--- src/sbrg_pkg.sv ---
// Package for the serial port baud rate generator: map, fields, counts
package sbrg_pkg;

	localparam int unsigned CLK_HZ          = 20_000_000;
	localparam int unsigned ADDR_W          = 10;

	// Register indices; the byte address is four times the index
	localparam logic [7:0] IDX_RX_CTRL      = 8'h18;
	localparam logic [7:0] IDX_TX_CTRL      = 8'h98;
	localparam logic [7:0] IDX_BAUD_DIV     = 8'h99;

	// Transmit control and status field positions
	localparam int unsigned TX_CLOCK_SOURCE_SELECT_BIT     = 7;
	localparam int unsigned TX_TX9_BIT      = 6;
	localparam int unsigned TX_TXEN_BIT     = 5;
	localparam int unsigned TX_SYNC_BIT     = 4;
	localparam int unsigned TX_HIGH_SPEED_SELECT_BIT     = 2;
	localparam int unsigned TX_TRMT_BIT     = 1;
	localparam int unsigned TX_TX9D_BIT     = 0;

	// Receive control and status field positions
	localparam int unsigned RX_PORT_ENABLE_BIT     = 7;
	localparam int unsigned RX_RX9_BIT      = 6;
	localparam int unsigned RX_SREN_BIT     = 5;
	localparam int unsigned RX_CREN_BIT     = 4;
	localparam int unsigned RX_ADDEN_BIT    = 3;
	localparam int unsigned RX_FERR_BIT     = 2;
	localparam int unsigned RX_OERR_BIT     = 1;
	localparam int unsigned RX_RX9D_BIT     = 0;

	// Values after reset
	localparam logic [7:0] TX_CTRL_RESET    = 8'h02;
	localparam logic [7:0] RX_CTRL_RESET    = 8'h00;
	localparam logic [7:0] BAUD_DIV_RESET   = 8'h00;

	// Oscillator cycles per timer tick in synchronous mode, minus one
	localparam logic [1:0] PRESC_SYNC_LAST  = 2'h3;
	// Timer pulses per bit in asynchronous mode, minus one
	localparam logic [5:0] POST_HIGH_LAST   = 6'h0F;
	localparam logic [5:0] POST_LOW_LAST    = 6'h3F;

	typedef struct packed {
		logic clock_source_select;
		logic tx9;
		logic txen;
		logic sync_mode;
		logic high_speed_select;
		logic tx9d;
	} sbrg_tx_ctrl_t;

	typedef struct packed {
		logic port_enable;
		logic rx9;
		logic sren;
		logic cren;
		logic adden;
	} sbrg_rx_ctrl_t;

	typedef struct packed {
		logic framing_error;
		logic overrun_error;
		logic rx_ninth_bit;
	} sbrg_rx_stat_t;

endpackage

--- src/sbrg_top.sv ---
// Baud rate generator with register slave and receive pin majority detect
//
// The Avalon-MM register port is this design's own decision.
`timescale 1ns/1ns
// What this block does
// - Bit clock from free-running 8-bit timer
// - Divisor spans 0 to 255, all valid
// - Async low speed: fosc/(64(X+1))
// - Async high speed: fosc/(16(X+1))
// - Sync: fosc/(4(X+1)), no high speed
// - High-speed bit 2 acts in async only
// - Sync mode ignores high-speed select
// - Sync rates apply only as internal clock master
// - Divisor write clears timer immediately
// - Receive pin level by three-sample majority in async
// - Output samples at x16 or x64 bit rate in async, x1 in sync
// - Mode bit 4 clear async, set sync
module sbrg_top
	import sbrg_pkg::*;
(
	input  wire logic              mclk,
	input  wire logic              rst,
	input  wire logic [ADDR_W-1:0] address,
	input  wire logic              read,
	input  wire logic              write,
	input  wire logic [31:0]       writedata,
	input  wire logic [3:0]        byteenable,
	output logic      [31:0]       readdata,
	output logic                   waitrequest,
	input  wire logic              tsr_empty,
	input  wire sbrg_rx_stat_t     rx_status,
	input  wire logic              receive_data_pin,
	output sbrg_tx_ctrl_t          tx_ctrl,
	output sbrg_rx_ctrl_t          rx_ctrl,
	output logic                   sample_tick,
	output logic                   bit_tick,
	output logic                   rx_level
);

	logic              ack_q;
	logic [31:0]       readdata_q;
	logic [7:0]        rd_byte;
	logic              req;
	logic              hit_word;
	logic [7:0]        idx;
	logic              wr_en;
	sbrg_tx_ctrl_t     tx_ctrl_q;
	sbrg_rx_ctrl_t     rx_ctrl_q;
	logic [7:0]        baud_divisor_value_q;
	logic              div_write;
	logic              gen_run;
	logic [1:0]        presc_q;
	logic              presc_tick;
	logic [7:0]        bit_rate_timer_q;
	logic              timer_pulse;
	logic [5:0]        post_q;
	logic [5:0]        post_last;
	logic              sample_tick_q;
	logic              bit_tick_q;
	logic [2:0]        pin_sync_q;
	logic              pin_level_q;
	logic [2:0]        votes_q;
	logic              rx_level_q;

	// Bus slave: one wait cycle, then the access completes
	assign req         = read | write;
	assign waitrequest = req & ~ack_q;
	assign hit_word    = (address[1:0] == 2'h0);
	assign idx         = address[ADDR_W-1:2];
	assign wr_en       = write & ack_q & hit_word & byteenable[0];

	always_ff @(posedge mclk) begin
		if (rst) begin
			ack_q <= 1'b0;
		end else begin
			ack_q <= req & ~ack_q;
		end
	end

	always_comb begin
		rd_byte = 8'h00;
		if (hit_word) begin
			if (idx == IDX_TX_CTRL) begin
				rd_byte[TX_CLOCK_SOURCE_SELECT_BIT] = tx_ctrl_q.clock_source_select;
				rd_byte[TX_TX9_BIT]  = tx_ctrl_q.tx9;
				rd_byte[TX_TXEN_BIT] = tx_ctrl_q.txen;
				rd_byte[TX_SYNC_BIT] = tx_ctrl_q.sync_mode;
				rd_byte[TX_HIGH_SPEED_SELECT_BIT] = tx_ctrl_q.high_speed_select;
				rd_byte[TX_TRMT_BIT] = tsr_empty;
				rd_byte[TX_TX9D_BIT] = tx_ctrl_q.tx9d;
			end else if (idx == IDX_RX_CTRL) begin
				rd_byte[RX_PORT_ENABLE_BIT]  = rx_ctrl_q.port_enable;
				rd_byte[RX_RX9_BIT]   = rx_ctrl_q.rx9;
				rd_byte[RX_SREN_BIT]  = rx_ctrl_q.sren;
				rd_byte[RX_CREN_BIT]  = rx_ctrl_q.cren;
				rd_byte[RX_ADDEN_BIT] = rx_ctrl_q.adden;
				rd_byte[RX_FERR_BIT]  = rx_status.framing_error;
				rd_byte[RX_OERR_BIT]  = rx_status.overrun_error;
				rd_byte[RX_RX9D_BIT]  = rx_status.rx_ninth_bit;
			end else if (idx == IDX_BAUD_DIV) begin
				rd_byte = baud_divisor_value_q;
			end
		end
	end

	// Read data captured one edge early so it stands as the access ends
	always_ff @(posedge mclk) begin
		if (rst) begin
			readdata_q <= 32'h0000_0000;
		end else if (read & ~ack_q) begin
			readdata_q <= {24'h00_0000, rd_byte};
		end
	end
	assign readdata = readdata_q;

	always_ff @(posedge mclk) begin
		if (rst) begin
			tx_ctrl_q.clock_source_select <= TX_CTRL_RESET[TX_CLOCK_SOURCE_SELECT_BIT];
			tx_ctrl_q.tx9                 <= TX_CTRL_RESET[TX_TX9_BIT];
			tx_ctrl_q.txen                <= TX_CTRL_RESET[TX_TXEN_BIT];
			tx_ctrl_q.sync_mode           <= TX_CTRL_RESET[TX_SYNC_BIT];
			tx_ctrl_q.high_speed_select   <= TX_CTRL_RESET[TX_HIGH_SPEED_SELECT_BIT];
			tx_ctrl_q.tx9d                <= TX_CTRL_RESET[TX_TX9D_BIT];
		end else if (wr_en && idx == IDX_TX_CTRL) begin
			tx_ctrl_q.clock_source_select <= writedata[TX_CLOCK_SOURCE_SELECT_BIT];
			tx_ctrl_q.tx9                 <= writedata[TX_TX9_BIT];
			tx_ctrl_q.txen                <= writedata[TX_TXEN_BIT];
			tx_ctrl_q.sync_mode           <= writedata[TX_SYNC_BIT];
			tx_ctrl_q.high_speed_select   <= writedata[TX_HIGH_SPEED_SELECT_BIT];
			tx_ctrl_q.tx9d                <= writedata[TX_TX9D_BIT];
		end
	end
	assign tx_ctrl = tx_ctrl_q;

	always_ff @(posedge mclk) begin
		if (rst) begin
			rx_ctrl_q.port_enable <= RX_CTRL_RESET[RX_PORT_ENABLE_BIT];
			rx_ctrl_q.rx9         <= RX_CTRL_RESET[RX_RX9_BIT];
			rx_ctrl_q.sren        <= RX_CTRL_RESET[RX_SREN_BIT];
			rx_ctrl_q.cren        <= RX_CTRL_RESET[RX_CREN_BIT];
			rx_ctrl_q.adden       <= RX_CTRL_RESET[RX_ADDEN_BIT];
		end else if (wr_en && idx == IDX_RX_CTRL) begin
			rx_ctrl_q.port_enable <= writedata[RX_PORT_ENABLE_BIT];
			rx_ctrl_q.rx9         <= writedata[RX_RX9_BIT];
			rx_ctrl_q.sren        <= writedata[RX_SREN_BIT];
			rx_ctrl_q.cren        <= writedata[RX_CREN_BIT];
			rx_ctrl_q.adden       <= writedata[RX_ADDEN_BIT];
		end
	end
	assign rx_ctrl = rx_ctrl_q;

	// Full 8-bit divisor, zero after reset
	always_ff @(posedge mclk) begin
		if (rst) begin
			baud_divisor_value_q <= BAUD_DIV_RESET;
		end else if (div_write) begin
			baud_divisor_value_q <= writedata[7:0];
		end
	end
	assign div_write = wr_en && (idx == IDX_BAUD_DIV);

	// Generator idles as synchronous slave, clock comes from outside
	assign gen_run = ~(tx_ctrl_q.sync_mode &
		~tx_ctrl_q.clock_source_select);

	// Sync divides by four ahead of the timer
	assign presc_tick = tx_ctrl_q.sync_mode ?
		(presc_q == PRESC_SYNC_LAST) : 1'b1;

	always_ff @(posedge mclk) begin
		if (rst) begin
			presc_q <= 2'h0;
		end else if (div_write || !gen_run || !tx_ctrl_q.sync_mode) begin
			presc_q <= 2'h0;
		end else begin
			presc_q <= presc_q + 2'h1;
		end
	end

	assign timer_pulse = gen_run & presc_tick &
		(bit_rate_timer_q == 8'h00);

	// Down counter, reload at zero, cleared by divisor write
	always_ff @(posedge mclk) begin
		if (rst) begin
			bit_rate_timer_q <= 8'h00;
		end else if (div_write || !gen_run) begin
			bit_rate_timer_q <= 8'h00;
		end else if (presc_tick) begin
			if (bit_rate_timer_q == 8'h00) begin
				bit_rate_timer_q <= baud_divisor_value_q;
			end else begin
				bit_rate_timer_q <= bit_rate_timer_q - 8'h01;
			end
		end
	end

	// Async bit divider of 64 or 16 timer pulses
	assign post_last = tx_ctrl_q.high_speed_select ?
		POST_HIGH_LAST : POST_LOW_LAST;

	// Compare with >= so a speed change mid-count cannot overrun
	always_ff @(posedge mclk) begin
		if (rst) begin
			post_q <= 6'h00;
		end else if (div_write || !gen_run || tx_ctrl_q.sync_mode) begin
			post_q <= 6'h00;
		end else if (timer_pulse) begin
			if (post_q >= post_last) begin
				post_q <= 6'h00;
			end else begin
				post_q <= post_q + 6'h01;
			end
		end
	end

	// Sample clock and bit clock outputs
	always_ff @(posedge mclk) begin
		if (rst) begin
			sample_tick_q <= 1'b0;
			bit_tick_q    <= 1'b0;
		end else begin
			sample_tick_q <= timer_pulse & ~div_write;
			if (tx_ctrl_q.sync_mode) begin
				bit_tick_q <= timer_pulse & ~div_write;
			end else begin
				bit_tick_q <= timer_pulse & ~div_write &
					(post_q >= post_last);
			end
		end
	end
	assign sample_tick = sample_tick_q;
	assign bit_tick    = bit_tick_q;

	// Pin crosses three flops; level accepted when stages two and three agree
	always_ff @(posedge mclk) begin
		if (rst) begin
			pin_sync_q  <= 3'h7;
			pin_level_q <= 1'b1;
		end else begin
			pin_sync_q <= {pin_sync_q[1:0], receive_data_pin};
			if (pin_sync_q[1] == pin_sync_q[2]) begin
				pin_level_q <= pin_sync_q[2];
			end
		end
	end

	// Majority of three samples taken on the sample clock in async mode
	always_ff @(posedge mclk) begin
		if (rst) begin
			votes_q    <= 3'h7;
			rx_level_q <= 1'b1;
		end else if (tx_ctrl_q.sync_mode) begin
			votes_q    <= {3{pin_level_q}};
			rx_level_q <= pin_level_q;
		end else if (sample_tick_q) begin
			votes_q    <= {votes_q[1:0], pin_level_q};
			rx_level_q <= (votes_q[0] & votes_q[1]) |
				(votes_q[0] & pin_level_q) |
				(votes_q[1] & pin_level_q);
		end
	end
	assign rx_level = rx_level_q;

endmodule

--- config.mk ---
export PLATFORM = sky130hd
export DESIGN_NAME = sbrg_top
export DESIGN_NICKNAME = d
export VERILOG_FILES = /design/src/sbrg_pkg.sv /design/src/sbrg_top.sv
export SDC_FILE = /design/constraint.sdc
export NUM_CORES = 1
export LEC_CHECK = 0
export BUFFER_PORTS_ARGS = -buffer_cell sky130_fd_sc_hd__buf_2
export CAP_MARGIN = 40
export CORE_AREA = 2 2 81 83
export DETAILED_ROUTE_END_ITERATION = 10
export DIE_AREA = 0 0 83 85
export PLACE_DENSITY_LB_ADDON = 0.15
export SLEW_MARGIN = 20
export SYNTH_ARGS = -nofsm -noshare
export SYNTH_HDL_FRONTEND = slang
export SYNTH_SLANG_ARGS = --single-unit
--- constraint.sdc ---
create_clock -name mclk -period 2.4 [get_ports mclk]
set_clock_uncertainty 0.05 [all_clocks]
set_input_delay 0.48 -clock mclk [delete_from_list [all_inputs] [get_ports mclk]]
set_output_delay 0.48 -clock mclk [all_outputs]
set_load 0.05 [all_outputs]
# Yosys cells after proc, flatten, opt, wreduce, memory -nomap -nowiden
# Index checks and enable logic that the tools add are counted.
# totals
output_inout_bits,47
register_bits,53
word_cells,80
# classes
bitwise_logic,20
n_reduce_logical,13
order_cmp,1
add_sub_neg,3
muxes,15
eq_ne,5
# op_table
cell,n
2-to-1 mux 8 bit,4
"== test 8 bit, second input constant",2
AND 1 bit,13
2-to-1 mux 6 bit,2
"== test 8 x 5 -> 1 bit, second input constant",1
zero test 8 bit,1
"subtractor 8 x 1 -> 8 bit, second input constant",1
"adder 6 x 1 -> 6 bit, second input constant",1
>= comparator 6 bit,1
OR reduction 2 bit,3
2-to-1 mux 1 bit,5
2-to-1 mux 2 bit,2
2-to-1 mux 4 bit,1
inverter 1 bit,4
logical AND 1 bit,3
logical OR 1 bit,3
2-to-1 mux 3 bit,1
bitwise OR 1 bit,3
"adder 2 x 1 -> 2 bit, second input constant",1
"== test 2 bit, second input constant",1
zero test 2 bit,1
nonzero test 2 bit,1
== test 1 bit,1
zero test 1 bit,1

# Logic depth before layout (Yosys ltp)
# logic_depth
depth_word,8
mapped_depth,7

# Worst setup path after synthesis
# Ideal clock, no wire load.
# synth_path
path_kind,input to register
start,input address[7]
end,register readdata_q[6] (netlist: readdata[6])
setup_time_ns,0.070
required_ns,2.280
path_slack_ns,-0.096
arrival_time_ns,2.376
cell_stages,6
cell_sequence,or4b_1 > buf_2 > or4_1 > clkbuf_2 > or4_1 > a21oi_1
# synth_via
elab_chain_len,5
word_cells_on_any_way,7
classes_between,3 x eq/ne; 4 x mux
# synth_lines
item,line_no,rtl
"start, declared",sbrg_top.sv:23,"input wire logic [ADDR_W-1:0] address,"
== test 8 bit,sbrg_top.sv:100,end else if (idx == IDX_BAUD_DIV) begin
2-to-1 mux 8 bit,sbrg_top.sv:100,
2-to-1 mux 8 bit,sbrg_top.sv:91,end else if (idx == IDX_RX_CTRL) begin
2-to-1 mux 4 bit (*),sbrg_top.sv:83,if (idx == IDX_TX_CTRL) begin
2-to-1 mux 8 bit (*),sbrg_top.sv:82,if (hit_word) begin
"end signal, assigned",sbrg_top.sv:111,"readdata_q <= {24'h00_0000, rd_byte};"
"end, declared",sbrg_top.sv:41,logic [31:0] readdata_q;
# Every way passes the cells marked *; elsewhere a longest branch is shown, timed or not.
# A chain may end at the register's enable or synchronous reset.

# Worst setup path after layout
# layout_path
start,input address[7]
end,register readdata_q[7] (netlist: readdata[7])
# Same word-level chain as after synthesis.

==> results by group <==
Logic synthesis
  • Syn_area_per_cell: 8.85 um^2
  • Top_reg_cell synth: dfxtp_1
  • Commonest cells post-synth: 53 x dfxtp_1, 39 x nor2_1, 24 x buf_4
  • Area contributors post-synth: dfxtp_1 41%, mux2i_1 8.0%, buf_4 6.9%
  • Asr flop ratio synth: 0%
  • EDFF count, synth: 0
  • Cell area after synthesis: 2610 um^2
  • Flops & latches, synth: 53
  • Yosys top cell by area: dfxtp_1
  • Dominant cell by count in the synthesized netlist: dfxtp_1
  • Yosys warns: 0
  • Post-synth top area share: just over 40%
  • Netlist cell types: 48
  • Sequential element share of the synthesized area: 40.6%
  • Syn Inst Count: 295

CTS
  • CTS H-tree depth: 2
  • CTS hold repair buffers: 0
  • CTS tree: yes
  • Worst skew pair latency: 0.32 ns
  • TritonCTS Buffers: 5
  • Max Root-Sink Buffers: 2
  • Post-cts repair resize count: 0
  • Setup Fix Bufs, Post-CTS: 0
  • CTS Root Cell: clkbuf_8
  • Reg clk slew, reported paths: roughly 0.10 ns
  • Clock Sink Count: 53

Power and ir drop
  • Switching share of power: 36.2%
  • Net switching power: approximately 850 uW
  • Leak: around 0.0013 uW
  • Internal: 1500 uW
  • Clock power frac: 23.3%
  • Max VDD drop: about 0.00053 V
  • Final Power: 2360 uW
  • Power density over the cells: 778 nW/um^2
  • Power share of the sequential group: 44.1%
  • Comb pwr share: 32.6%

Route
  • Starting DRT DRC Count: 90
  • DR vias: 2195
  • DR vias/cell: 5.10
  • 1st-pass router iterations: 4
  • Routed len/inst: 13.3 um
  • DRC: 0
  • ANT nets after route: 0
  • Routed WL: between 5000 and 6000 um

Run
  • Max_cap viols: 0

GRT
  • First-pass GRT wire length: 9440 um
  • Remaining Overflow, GRT: 0
  • Aggregate global-route resource usage: 16.3%
  • Vias in the first global route: 2027
  • Largest net degree at the start of global routing: 29
  • Initial antenna violation count: 0

Critical path
  • Worst setup EP type: flop
  • Reg2reg start: bit_rate_timer_q[0]
  • Worst path top cell family by delay: simple AND/OR/NAND/NOR gates
  • Reg2reg path depth: 6
  • Critical-path top delay cell: or4_1
  • Setup Crit Path Kind: input pin to flop
  • CP max FO: 4
  • CP Launch Type: input pin
  • CP Cell Sequence: buf_2 -> or4b_4 -> or4_1 -> or4_1 -> a21oi_1
  • Crit path top cell by count: or4_1
  • Reg2reg end: bit_tick
  • R2R setup slack: just under 0.3 ns
  • CP Data Required Time: ~2.6 ns
  • Buf/Inv on CP: 1
  • Crit path largest cell delay: 0.60 ns
  • CP arrival: 2.37 ns

Placement
  • PortBufs: 50
  • Placer Congestion: 0.779
  • HPWL Detailed: between 4000 and 5000 um
  • Placed inst area: about 3000 um^2

Floorplanning
  • Die area: 7060 um^2
  • Placeable core area: 6200 um^2
  • Die X: 83 um
  • # IOs: 102
  • Initial core utilization: 42.1%
  • Die H: between 80 and 90 um
  • Row cnt: 29

Worst hold path
  • Hold depth: 2
  • Worst min path class: input pin to flop
  • Min-Delay Startpoint: receive_data_pin
  • Worst min-delay path endpoint: pin_sync_q[0]

Finish
  • Final Util: between 40% and 50%
  • Final Cell Area: 3030 um^2
  • Area grow syn2layout: 16.1%
  • Diodes inserted: 0
  • Layout cells sized above 1: 26.1%
  • Nets: 413

Timing
  • Endpoints failing setup: 0
  • RSZ-0062 raised after global routing: no
  • Final Hold Vio Count: 0
  • Max Clk Rate: about 460 MHz
  • Fin. max-slew vios: 0
  • Post-route minimum period: roughly 2.2 ns
  • Fin crit share: 90.3%

Status
  • Status: finished, final reports clean
## placed cells by master (no fill, tap or decap), types with 4 or more instances in the layout
cell / instances
a21oi_1: 14
a22oi_1: 5
a2bb2oi_1: 5
buf_2: 50
buf_4: 17
clkbuf_8: 6
conb_1: 24
dfxtp_1: 53
ha_1: 6
inv_1: 10
mux2_2: 5
mux2i_1: 21
nand2_1: 12
nand2b_1: 5
nand3_1: 7
nor2_1: 39
nor3_1: 6
nor4_1: 6
o21ai_0: 9
or2_2: 5
or4_1: 7
xnor2_1: 4
## state kept, by name (all words and copies together) (netlist names), 2 cells and up
register / flops
readdata: 8
bit_rate_timer_q: 8
rx_ctrl: 5
votes_q: 2
presc_q: 2
post_q: 6
pin_sync_q: 3
baud_divisor_value_q: 8
tx_ctrl: 6
## cells by family (layout without fill, tap and decap cells)
| kind of cell | after synthesis | count (layout) | synth area share [%] |
|---|---|---|---|
| other | 1 | 24 | 0.144 |
| and+or+nand+nor | 104 | 104 | 20.9 |
| AOI/OAI and AO/OA | 51 | 51 | 13.0 |
| muxes | 26 | 26 | 10.2 |
| adders and majority gates | 6 | 6 | 2.87 |
| xor gates and xnor gates | 4 | 4 | 1.34 |
| DFF | 53 | 53 | 40.6 |
| buffers and inverters | 50 | 85 | 10.9 |
## worst reg2reg max path: stages (launching register included)
cell and delay (ns):
dfxtp_1 0.34, inv_1 0.12, ha_1 0.16, or3b_2 0.45
or2_2 0.33, nor4_1 0.44, o21a_1 0.19
## through the flow
step | cells | hold WS (ns) | worst slack [ns] | TNS, ns
6_report | 430 | 0.292 | 0.233 | 0
5_1_grt | 430 | 0.290 | 0.144 | 0
4_1_cts | 430 | 0.283 | 0.228 | 0
3_5_place_dp | 422 | 0.361 | -0.107 | -0.176
3_3_place_gp | 422 | 0.358 | -0.0627 | -0.113
2_1_floorplan | 318 | 0.339 | -0.0827 | -0.197
## cell type report
| type | instances | area [um^2] |
|---|---|---|
| tap | 77 | 96.3 |
| inverter | 10 | 37.5 |
| clock buffer | 6 | 82.6 |
| sequential | 53 | 1060 |
| timing repair buffer | 67 | 378 |
| fill | 607 | 3170 |
| multi-input combinational | 215 | 1360 |
| clock inverter | 2 | 16.3 |
## power by group through the flow
stage | clock, uW | combinational (uW) | sequential [uW]
finish | 551 | 769 | 1040
global route | 592 | 865 | 1050
CTS | 569 | 770 | 1040
detailed placement | 0 | 768 | 1060
global placement | 0 | 750 | 1060
floorplan | 0 | 578 | 1080
## routing by layer
layer | routed length [um] | GRT usage [%] | up-vias
li1 | - | - | 1104
met1 | 2670 | 20.6 | 1021
met2 | 2640 | 26.7 | 59
met3 | 278 | 3.99 | 11
met4 | 114 | 7.00 | 0
met5 | 0 | 0 | -
## worst max-delay path by stage
stage	start	end	slack, ns	cells after the start
2_1_floorplan	address[7]	readdata[6]	-0.08	6
3_3_place_gp	address[7]	readdata[7]	-0.06	5
3_5_place_dp	address[7]	readdata[7]	-0.11	5
4_1_cts	address[7]	readdata[7]	0.23	5
5_1_grt	bit_rate_timer_q[0]	post_q[5]	0.14	8
6_report	address[7]	readdata[7]	0.23	5
Note: power is estimated with default switching activity, not from simulation.
